File: src/pkg/cgp_pkg.sv
// Summary of operation
// - while the analog power-down bit is set, the analog processing clock enable is held off until it clears.
// - while the digital power-down bit is set, the digital clock enable is off and no adpcm initialization starts.
// - the sidetone/transmit, receive-path and digital receive gain registers clear while the power-down/reset pin is low.
// - the sidetone field in bits 6 to 4 selects full attenuation for code 0, then -21.5 up to -8.0 dB.
// - the transmit mute bit replaces the converted transmit sample with zero toward the processing engine.
// - the transmit gain field in bits 2 to 0 selects 0 dB up to +6.8 dB.
// - the reference select bit picks a fixed 2.5 V reference when one and half the external supply when zero.
// - the auxiliary output amplifier is enabled only while its enable bit is one.
// - the power output amplifier is disabled while its disable bit is one and runs while it is zero and no power-down is active.
// - during power-down both output amplifier pins go high impedance regardless of their control bits.
// - the receive mute bit grounds the receive amplifier input while the amplifier stays biased.
// - the receive attenuation field sets minus the code in dB, 0 to -7 dB.
// - the digital receive gain routine is applied only while its enable bit is one.
// - the seven-bit gain factor is fixed point with two integer bits above the binary point.
package cgp_pkg;
   localparam int CGP_IDX_W = 4;
   localparam logic [3:0] CGP_IDX_MAIN = 4'h0;
   localparam logic [3:0] CGP_IDX_STXG = 4'h1;
   localparam logic [3:0] CGP_IDX_RXPC = 4'h2;
   localparam logic [3:0] CGP_IDX_DRXG = 4'h3;
   localparam logic [7:0] CGP_RST_VAL = 8'h00;
   localparam logic [7:0] CGP_MAIN_MASK = 8'h03;
   localparam logic [7:0] CGP_STXG_MASK = 8'h7f;
   localparam logic [7:0] CGP_RXPC_MASK = 8'hef;
   localparam logic [7:0] CGP_DRXG_MASK = 8'hff;
   localparam int CGP_APD_BIT = 1;
   localparam int CGP_DPD_BIT = 0;
   localparam int CGP_TXMUTE_BIT = 3;
   localparam int CGP_REFSEL_BIT = 7;
   localparam int CGP_AUXEN_BIT = 6;
   localparam int CGP_PWRDIS_BIT = 5;
   localparam int CGP_RXMUTE_BIT = 3;
   localparam int CGP_DGEN_BIT = 7;
   localparam int CGP_TXW = 14;

   typedef struct packed {
      logic analog_clk_en;
      logic digital_clk_en;
      logic adpcm_init;
      logic [2:0] sidetone_sel;
      logic tx_mute;
      logic [2:0] tx_gain_sel;
      logic ref_fixed_2v5;
      logic aux_amp_en;
      logic aux_amp_oe;
      logic pwr_amp_en;
      logic pwr_amp_oe;
      logic rx_mute_gnd;
      logic rx_amp_bias;
      logic [2:0] rx_atten_db;
      logic dig_gain_en;
      logic [1:0] dig_gain_int;
      logic [4:0] dig_gain_frac;
   } cgp_ctrl_t;

   typedef enum logic [1:0] {
      CGP_RUN = 2'b00,
      CGP_DOWN = 2'b01,
      CGP_WAKE = 2'b11
   } cgp_state_t;
endpackage

File: src/hw/cgp_tx_path.sv
`timescale 1ns/1ns
module cgp_tx_path
   import cgp_pkg::*;
#(
   parameter int W = CGP_TXW
)
(
   input wire logic clk_in, // clock
   input wire logic rst_in, // async reset
   input wire logic ce_in, // clock enable
   input wire logic run_in, // digital path running
   input wire logic mute_in, // transmit mute
   input wire logic [W-1:0] sample_in, // converted sample
   input wire logic valid_in, // sample strobe
   output logic [W-1:0] sample_out, // sample to engine
   output logic valid_out // output strobe
);
   logic [W-1:0] data_ff, nxt_data;
   logic vld_ff, nxt_vld;

   always_comb
   begin
      nxt_vld = run_in & valid_in;
      nxt_data = data_ff;
      if (run_in & valid_in)
      begin
         nxt_data = mute_in ? '0 : sample_in;
      end
   end

   always_ff @(posedge clk_in or posedge rst_in)
   begin
      if (rst_in)
      begin
         data_ff <= '0;
         vld_ff <= 1'b0;
      end
      else if (ce_in)
      begin
         data_ff <= nxt_data;
         vld_ff <= nxt_vld;
      end
   end

   assign sample_out = data_ff;
   assign valid_out = vld_ff;
endmodule

File: src/hw/cgp_regs.sv
`timescale 1ns/1ns
module cgp_regs
   import cgp_pkg::*;
(
   input wire logic clk_in, // 50 mhz clock
   input wire logic rst_in, // async reset, high
   input wire logic ce_in, // clock enable
   input wire logic powerdown_reset_pin_n_in, // low clears and powers down
   input wire logic wr_in, // byte write strobe from setup serial port
   input wire logic rd_in, // byte read strobe from setup serial port
   input wire logic [CGP_IDX_W-1:0] idx_in, // register index
   input wire logic [7:0] wdata_in, // write data
   input wire logic [CGP_TXW-1:0] tx_sample_in, // converter sample
   input wire logic tx_valid_in, // converter strobe
   output logic [7:0] rdata_out, // read data
   output logic rvalid_out, // read data valid
   output cgp_ctrl_t ctrl_out, // decoded controls
   output logic [CGP_TXW-1:0] tx_sample_out, // sample to engine
   output logic tx_valid_out // engine strobe
);
   // ---------------------------------------------------------------
   // register file
   // ---------------------------------------------------------------
   logic [7:0] main_ff, stxg_ff, rxpc_ff, drxg_ff;
   logic [7:0] nxt_main, nxt_stxg, nxt_rxpc, nxt_drxg;
   logic [7:0] rdata_ff, nxt_rdata;
   logic rvalid_ff, nxt_rvalid;

   function automatic logic [7:0] sel_rd(input logic [3:0] i, input logic [7:0] m,
                                         input logic [7:0] s, input logic [7:0] r,
                                         input logic [7:0] d);
      case (i)
         CGP_IDX_MAIN: sel_rd = m & CGP_MAIN_MASK;
         CGP_IDX_STXG: sel_rd = s & CGP_STXG_MASK;
         CGP_IDX_RXPC: sel_rd = r & CGP_RXPC_MASK;
         CGP_IDX_DRXG: sel_rd = d & CGP_DRXG_MASK;
         default: sel_rd = 8'h00;
      endcase
   endfunction

   always_comb
   begin
      nxt_main = main_ff;
      nxt_stxg = stxg_ff;
      nxt_rxpc = rxpc_ff;
      nxt_drxg = drxg_ff;
      nxt_rvalid = rd_in;
      nxt_rdata = rd_in ? sel_rd(idx_in, main_ff, stxg_ff, rxpc_ff, drxg_ff) : rdata_ff;
      if (wr_in)
      begin
         case (idx_in)
            CGP_IDX_MAIN: nxt_main = wdata_in & CGP_MAIN_MASK;
            CGP_IDX_STXG: nxt_stxg = wdata_in & CGP_STXG_MASK;
            CGP_IDX_RXPC: nxt_rxpc = wdata_in & CGP_RXPC_MASK;
            CGP_IDX_DRXG: nxt_drxg = wdata_in;
            default: ;
         endcase
      end
      if (!powerdown_reset_pin_n_in)
      begin
         nxt_main = CGP_RST_VAL;
         nxt_stxg = CGP_RST_VAL;
         nxt_rxpc = CGP_RST_VAL;
         nxt_drxg = CGP_RST_VAL;
      end
   end

   always_ff @(posedge clk_in or posedge rst_in)
   begin
      if (rst_in)
      begin
         main_ff <= CGP_RST_VAL;
         stxg_ff <= CGP_RST_VAL;
         rxpc_ff <= CGP_RST_VAL;
         drxg_ff <= CGP_RST_VAL;
         rdata_ff <= CGP_RST_VAL;
         rvalid_ff <= 1'b0;
      end
      else if (ce_in)
      begin
         main_ff <= nxt_main;
         stxg_ff <= nxt_stxg;
         rxpc_ff <= nxt_rxpc;
         drxg_ff <= nxt_drxg;
         rdata_ff <= nxt_rdata;
         rvalid_ff <= nxt_rvalid;
      end
   end

   assign rdata_out = rdata_ff;
   assign rvalid_out = rvalid_ff;

   // ---------------------------------------------------------------
   // digital power state
   // ---------------------------------------------------------------
   cgp_state_t st_ff, nxt_st;
   logic dig_down, ana_down, any_down;
   logic init_ff, nxt_init;

   always_comb
   begin
      dig_down = main_ff[CGP_DPD_BIT] | ~powerdown_reset_pin_n_in;
      ana_down = main_ff[CGP_APD_BIT] | ~powerdown_reset_pin_n_in;
      any_down = dig_down | ana_down;
      nxt_st = st_ff;
      nxt_init = 1'b0;
      case (st_ff)
         CGP_RUN: if (dig_down) nxt_st = CGP_DOWN;
         CGP_DOWN: if (!dig_down) nxt_st = CGP_WAKE;
         CGP_WAKE:
         begin
            nxt_init = 1'b1; // adpcm restarts from initial state
            nxt_st = dig_down ? CGP_DOWN : CGP_RUN;
         end
         default: nxt_st = CGP_RUN;
      endcase
   end

   always_ff @(posedge clk_in or posedge rst_in)
   begin
      if (rst_in)
      begin
         st_ff <= CGP_RUN;
         init_ff <= 1'b0;
      end
      else if (ce_in)
      begin
         st_ff <= nxt_st;
         init_ff <= nxt_init;
      end
   end

   // ---------------------------------------------------------------
   // decoded controls
   // ---------------------------------------------------------------
   cgp_ctrl_t ctrl_ff, nxt_ctrl;

   always_comb
   begin
      nxt_ctrl.analog_clk_en = ~ana_down;
      nxt_ctrl.digital_clk_en = ~dig_down;
      nxt_ctrl.adpcm_init = init_ff & ~dig_down;
      nxt_ctrl.sidetone_sel = stxg_ff[6:4];
      nxt_ctrl.tx_mute = stxg_ff[CGP_TXMUTE_BIT];
      nxt_ctrl.tx_gain_sel = stxg_ff[2:0];
      nxt_ctrl.ref_fixed_2v5 = rxpc_ff[CGP_REFSEL_BIT];
      nxt_ctrl.aux_amp_en = rxpc_ff[CGP_AUXEN_BIT] & ~any_down;
      nxt_ctrl.aux_amp_oe = ~any_down;
      nxt_ctrl.pwr_amp_en = ~rxpc_ff[CGP_PWRDIS_BIT] & ~any_down;
      nxt_ctrl.pwr_amp_oe = ~any_down;
      nxt_ctrl.rx_mute_gnd = rxpc_ff[CGP_RXMUTE_BIT];
      nxt_ctrl.rx_amp_bias = ~any_down;
      nxt_ctrl.rx_atten_db = rxpc_ff[2:0];
      nxt_ctrl.dig_gain_en = drxg_ff[CGP_DGEN_BIT];
      nxt_ctrl.dig_gain_int = drxg_ff[6:5];
      nxt_ctrl.dig_gain_frac = drxg_ff[4:0];
   end

   always_ff @(posedge clk_in or posedge rst_in)
   begin
      if (rst_in)
      begin
         ctrl_ff <= '0;
      end
      else if (ce_in)
      begin
         ctrl_ff <= nxt_ctrl;
      end
   end

   assign ctrl_out = ctrl_ff;

   cgp_tx_path #(.W(CGP_TXW)) u_tx (
      .clk_in(clk_in),
      .rst_in(rst_in),
      .ce_in(ce_in),
      .run_in(~dig_down),
      .mute_in(stxg_ff[CGP_TXMUTE_BIT]),
      .sample_in(tx_sample_in),
      .valid_in(tx_valid_in),
      .sample_out(tx_sample_out),
      .valid_out(tx_valid_out)
   );
endmodule

File: config.mk
export PLATFORM = sky130hd
export DESIGN_NAME = cgp_regs
export DESIGN_NICKNAME = d
export VERILOG_FILES = /design/src/pkg/cgp_pkg.sv /design/src/hw/cgp_tx_path.sv /design/src/hw/cgp_regs.sv
export SDC_FILE = /design/constraint.sdc
export NUM_CORES = 1
export LEC_CHECK = 0
export CAP_MARGIN = 20
export CORE_ASPECT_RATIO = 1.4
export CORE_MARGIN = 2
export CORE_UTILIZATION = 40
export DETAILED_ROUTE_END_ITERATION = 8
export DONT_BUFFER_PORTS = 1
export GPL_TIMING_DRIVEN = 0
export SYNTH_ARGS = -nofsm -noshare
export SYNTH_HDL_FRONTEND = slang
export SYNTH_SLANG_ARGS = --single-unit
File: constraint.sdc
create_clock -name clk_in -period 6.6 [get_ports clk_in]
set_input_delay 0.99 -clock clk_in [delete_from_list [all_inputs] [get_ports clk_in]]
set_output_delay 0.99 -clock clk_in [all_outputs]
set_load 0.02 [all_outputs]
### Word level (Yosys, flattened, before mapping)

Index checks and enable logic that the tools add are counted.

* register bits: 78
* logic and storage cells: 77

* reduce and logical (&&, ||, !) cells: 9
* bitwise operators: 12
* eq/ne operators: 12
* muxes and demuxes: 19

Operators with widths (count)
* $mux 8: 6
* $pmux 8 s4: 1
* $mux 7: 3
* $reduce_and 3->1: 5
* $mux 14: 1
* $mux 2: 5
* $ne 2x1->1 const B: 5
* $eq 4x2->1 const B: 2
* $pmux 2 s3: 1
* $not 1->1: 5
* $and 1x1->1: 4
* $eq 4x1->1 const B: 1
* $logic_not 4->1: 1
* $ne 2x2->1 const B: 2
* $reduce_and 2->1: 2
* $or 1x1->1: 3
* $eq 2x1->1 const B: 1
* $eq 2x2->1 const B: 1
* $logic_not 2->1: 1
* $mux 1: 2

### Depth between registers and ports, before layout

* depth after elaboration: 5
* mapped depth: 5

### By module

A second synthesis with hierarchy kept.

* cell total of the unflattened synthesis: 257
* area total of the unflattened synthesis: 3323.2 sq um

Modules (own cells, without submodules)
* cgp_regs: area an instance 2610.0 sq um, instances 1, cells an instance 207
* cgp_tx_path: area an instance 713.2 sq um, instances 1, cells an instance 50

### Least setup slack after synthesis

OpenSTA, ideal clock, no wires.

* kind: input to register
* from: input port idx_in[1]
* to: register rdata_ff[1] (netlist: rdata_out[1])
* path slack: 4706 ps
* stages: 3
* data arrival time: 1773 ps
* path through: buf_6 -> mux4_2 -> a22o_1

* cells in the longest elaborated chain, start to end: 2
* elaborated cells on any way between the ends: 5

Ends and longest elaborated chain
* start, declared: RTL line cgp_regs.sv:11 `input wire logic [CGP_IDX_W-1:0] idx_in,`
* $eq 4x2->1 (tied with other cells): RTL line cgp_regs.sv:32 `case (i)`
* $pmux 8 s4 *: RTL line cgp_regs.sv:32
* end signal, assigned: RTL line cgp_regs.sv:85 `rdata_ff <= nxt_rdata;`
* end, declared: RTL line cgp_regs.sv:26 `logic [7:0] rdata_ff, nxt_rdata;`

Every way passes the cells marked *; elsewhere a longest branch is shown, timed or not.
A chain may end at the register's enable or synchronous reset.

==> impl_metrics.py <==
metrics = {
    "power": {
        "powerDensity_nw_per_um2": 294,
        "power.internal_mw": 0.798,
        "p_clk_share_pct": 39.7,
        "pwr-share-seq_pct": 52.2,
        "vdd_drop_max_mv": 0.138,
        "p_sw_share_pct": 26.0,
        "switchingPower_mw": 0.281,
        "pwr-share-comb_pct": 8.2,
        "leakagePower_nw": 1.66,
    },
    "synth": {
        "yosys_warnings": 0,
        "synth_edf_count": 0,
        "synth.distinct_cells": 35,
        "synthCells": 263,
        "synth_nets": 296,
        "syn_area_sq_um": 3260,
        "synth_top_flop_cell": "dfrtp_1",
        "avgSynthCellArea_sq_um": 12.4,
        "ys_ff_latch": 77,
        "yosysSeqAreaShare_pct": 59.1,
        "synth-async-reset-ratio_pct": 100,
    },
    "cts": {
        "cts_buffers": 9,
        "cts_max_level": 3,
        "clock_sinks": 77,
        "post_cts_resized": 0,
        "clkSlewWorstSetupHoldPaths_ns": 0.05,
        "cts_post_setup_buffers_inserted": 0,
        "cts_buffer_depth": 2,
        "clk-insertion-delay-late_ns": 0.33,
        "tritoncts": "yes",
        "cts_hold_buf": 0,
        "cts_root_buf": "clkbuf_16",
    },
    "worst_setup_path": {
        "cp-start-kind": "flip-flop",
        "crit_fanout": 4,
        "slowest_delay_ns": 0.48,
        "path_delay_family": "flip-flops",
        "arrival_ns": 1.00,
        "crit_type": "reg -> out",
        "path_cells": "buf_4",
        "end_kind": "primary output",
        "cp.buffers_inverters": 1,
        "cp_slowest_cell": "dfrtp_1",
        "worstPathRequired_ns": 5.61,
    },
    "routing": {
        "drt_iter0_drc": 123,
        "wl_per_cell_microns": 20.3,
        "remaining_drc_errors": 0,
        "wl_microns": 7760,
        "via_count": 2135,
        "ant_nets": 0,
        "vias_per_cell": 5.59,
        "dr.pass1.iters": 4,
    },
    "sta": {
        "fin_tns_setup_ns": 0,
        "hold_viol": 0,
        "setup_viol": 0,
        "fin_crit_ns": 1.99,
        "worst-slew-pin-transition_ns": 0.826,
        "final_max_slew_viol_count": 0,
        "finClkSkew_ns": 0.00338,
        "fin_hold_ws_ns": 0.491,
        "rsz0062_at_grt": "no",
        "fmax_ghz": 0.502,
        "fin_crit_sh_pct": 30.2,
        "max_slew_margin_pct": 44.7,
        "final.setup.worst_slack_ns": 4.61,
    },
    "place": {
        "placed_cell_area_sq_um": 3420,
        "port_buffers": 0,
        "dp_slack_ns": 4.48,
        "dp_hpwl_microns": 5480,
        "gp_congestion": 0.796,
    },
    "floorplan": {
        "die_w_microns": 80.3,
        "core_sq_um": 8050,
        "row_count": 39,
        "die_y_microns": 111,
        "initial_utilization_pct": 40.5,
        "dieArea_sq_um": 8900,
        "ios": 85,
    },
    "global_routing": {
        "grt_pass1_vias": 2275,
        "grt_overflow": 0,
        "grt_pass1_wl_microns": 12400,
        "track_usage_pct": 18.7,
        "grt_antenna_before_repair": 0,
        "grt_max_degree": 48,
    },
    "layout": {
        "synthToLayoutAreaGrowth_pct": 12.6,
        "drive_gt1_share_pct": 21.1,
        "final_util_pct": 45.6,
        "diodes": 0,
        "nets": 308,
        "final_area_sq_um": 3670,
    },
    "status": {
        "status": "finished clean",
    },
    "run": {
        "drv_cap": 0,
    },
    "hold_path": {
        "hp-class": "reg -> reg",
    },
}
[final timing paths]
check,startpoint,end,slack [ns],depth (start not counted)
worst max register to register,main_ff[0],u_tx.sample_out[6],5.18,5
worst min-delay path,st_ff[1],st_ff[0],0.49,1
max in group asynchronous,rst_in,u_tx.sample_out[10],5.50,2
min in group asynchronous,rst_in,ctrl_out[14],0.54,1
worst max-delay path,ctrl_out[11],ctrl_out[13],4.61,1
worst min register to register,st_ff[1],st_ff[0],0.49,1
[cells by family (layout without fill, tap and decap cells)]
| logic type | Yosys count | in the layout | synth area share, % |
|---|---|---|---|
| compound gates | 65 | 65 | 14.5 |
| buf+inv | 24 | 41 | 3.76 |
| flops | 77 | 77 | 59.1 |
| mux | 29 | 29 | 10.7 |
| simple gates | 68 | 68 | 12.0 |
[registers in the layout (all words and copies together), names as in the netlist]
| name | cells |
|---|---|
| rxpc_ff | 7 |
| stxg_ff | 7 |
| u_tx.valid_out | 1 |
| u_tx.sample_out | 14 |
| main_ff | 2 |
| ctrl_out | 26 |
| rdata_out | 8 |
| drxg_ff | 8 |
| st_ff | 2 |
| rvalid_out | 1 |
| init_ff | 1 |
[layout make-up]
cell class                 count  area (sq um)
tap                          102           128
buffer                        16          92.6
clock inverter                 2          10.0
sequential                    77          1930
fill                         763          4380
timing repair buffer           1          27.5
clock buffer                  14           244
multi-input combinational    162          1210
inverter                       8          32.5
[metrics by stage]
step                instances  power (mW)
floorplan                 263       0.634
global placement          365       0.656
detailed placement        366       0.662
CTS                       382        1.09
global route              382        1.13
finish                    382        1.08
[layer usage]
metal,global-route usage [%],part of all wire [%],vias to the layer above
li1,-,-,980
met1,21.9,38,1054
met2,30.3,49,84
met3,7.17,9.9,17
met4,8.25,2.8,0
met5,0,0,-
[cell usage in the layout (no fill, tap or decap), types with 3 or more instances in the layout]
cell type,instances
nand2_1,30
o2bb2ai_1,24
dfrtp_1,77
o211ai_1,3
mux2_2,27
clkbuf_1,11
a21oi_1,6
o21ai_0,22
nand2b_1,16
inv_1,7
clkbuf_16,9
buf_4,3
buf_2,5
nand3_1,6
[Yosys cell counts (all sizes together), types with 2 or more instances]
library cell	n	area, sq um
nand2b	16	100
clkbuf	6	22.5
nor4b	2	38.8
buf	10	70.1
a21oi	6	30.0
mux4	2	45.0
nor2b	2	12.5
nand3	7	40.0
o21ai	22	110
o211ai	4	43.8
nor2	2	7.51
a22o	2	17.5
a221oi	2	17.5
a32oi	2	17.5
o2bb2ai	24	210
nand2	30	113
dfrtp	77	1930
nand3b	2	15.0
inv	8	30.0
and4bb	2	28.8
mux2	27	304
[power by group through the flow]
| stage | Clock (mW) | Combinational [mW] | Sequential (mW) |
|---|---|---|---|
| 2_1_floorplan | 0 | 0.0697 | 0.564 |
| 3_3_place_gp | 0 | 0.0852 | 0.571 |
| 3_5_place_dp | 0 | 0.0897 | 0.572 |
| 4_1_cts | 0.439 | 0.0901 | 0.564 |
| 5_1_grt | 0.462 | 0.0996 | 0.569 |
| 6_report | 0.428 | 0.0882 | 0.563 |
(Power assumes the default switching activity.)
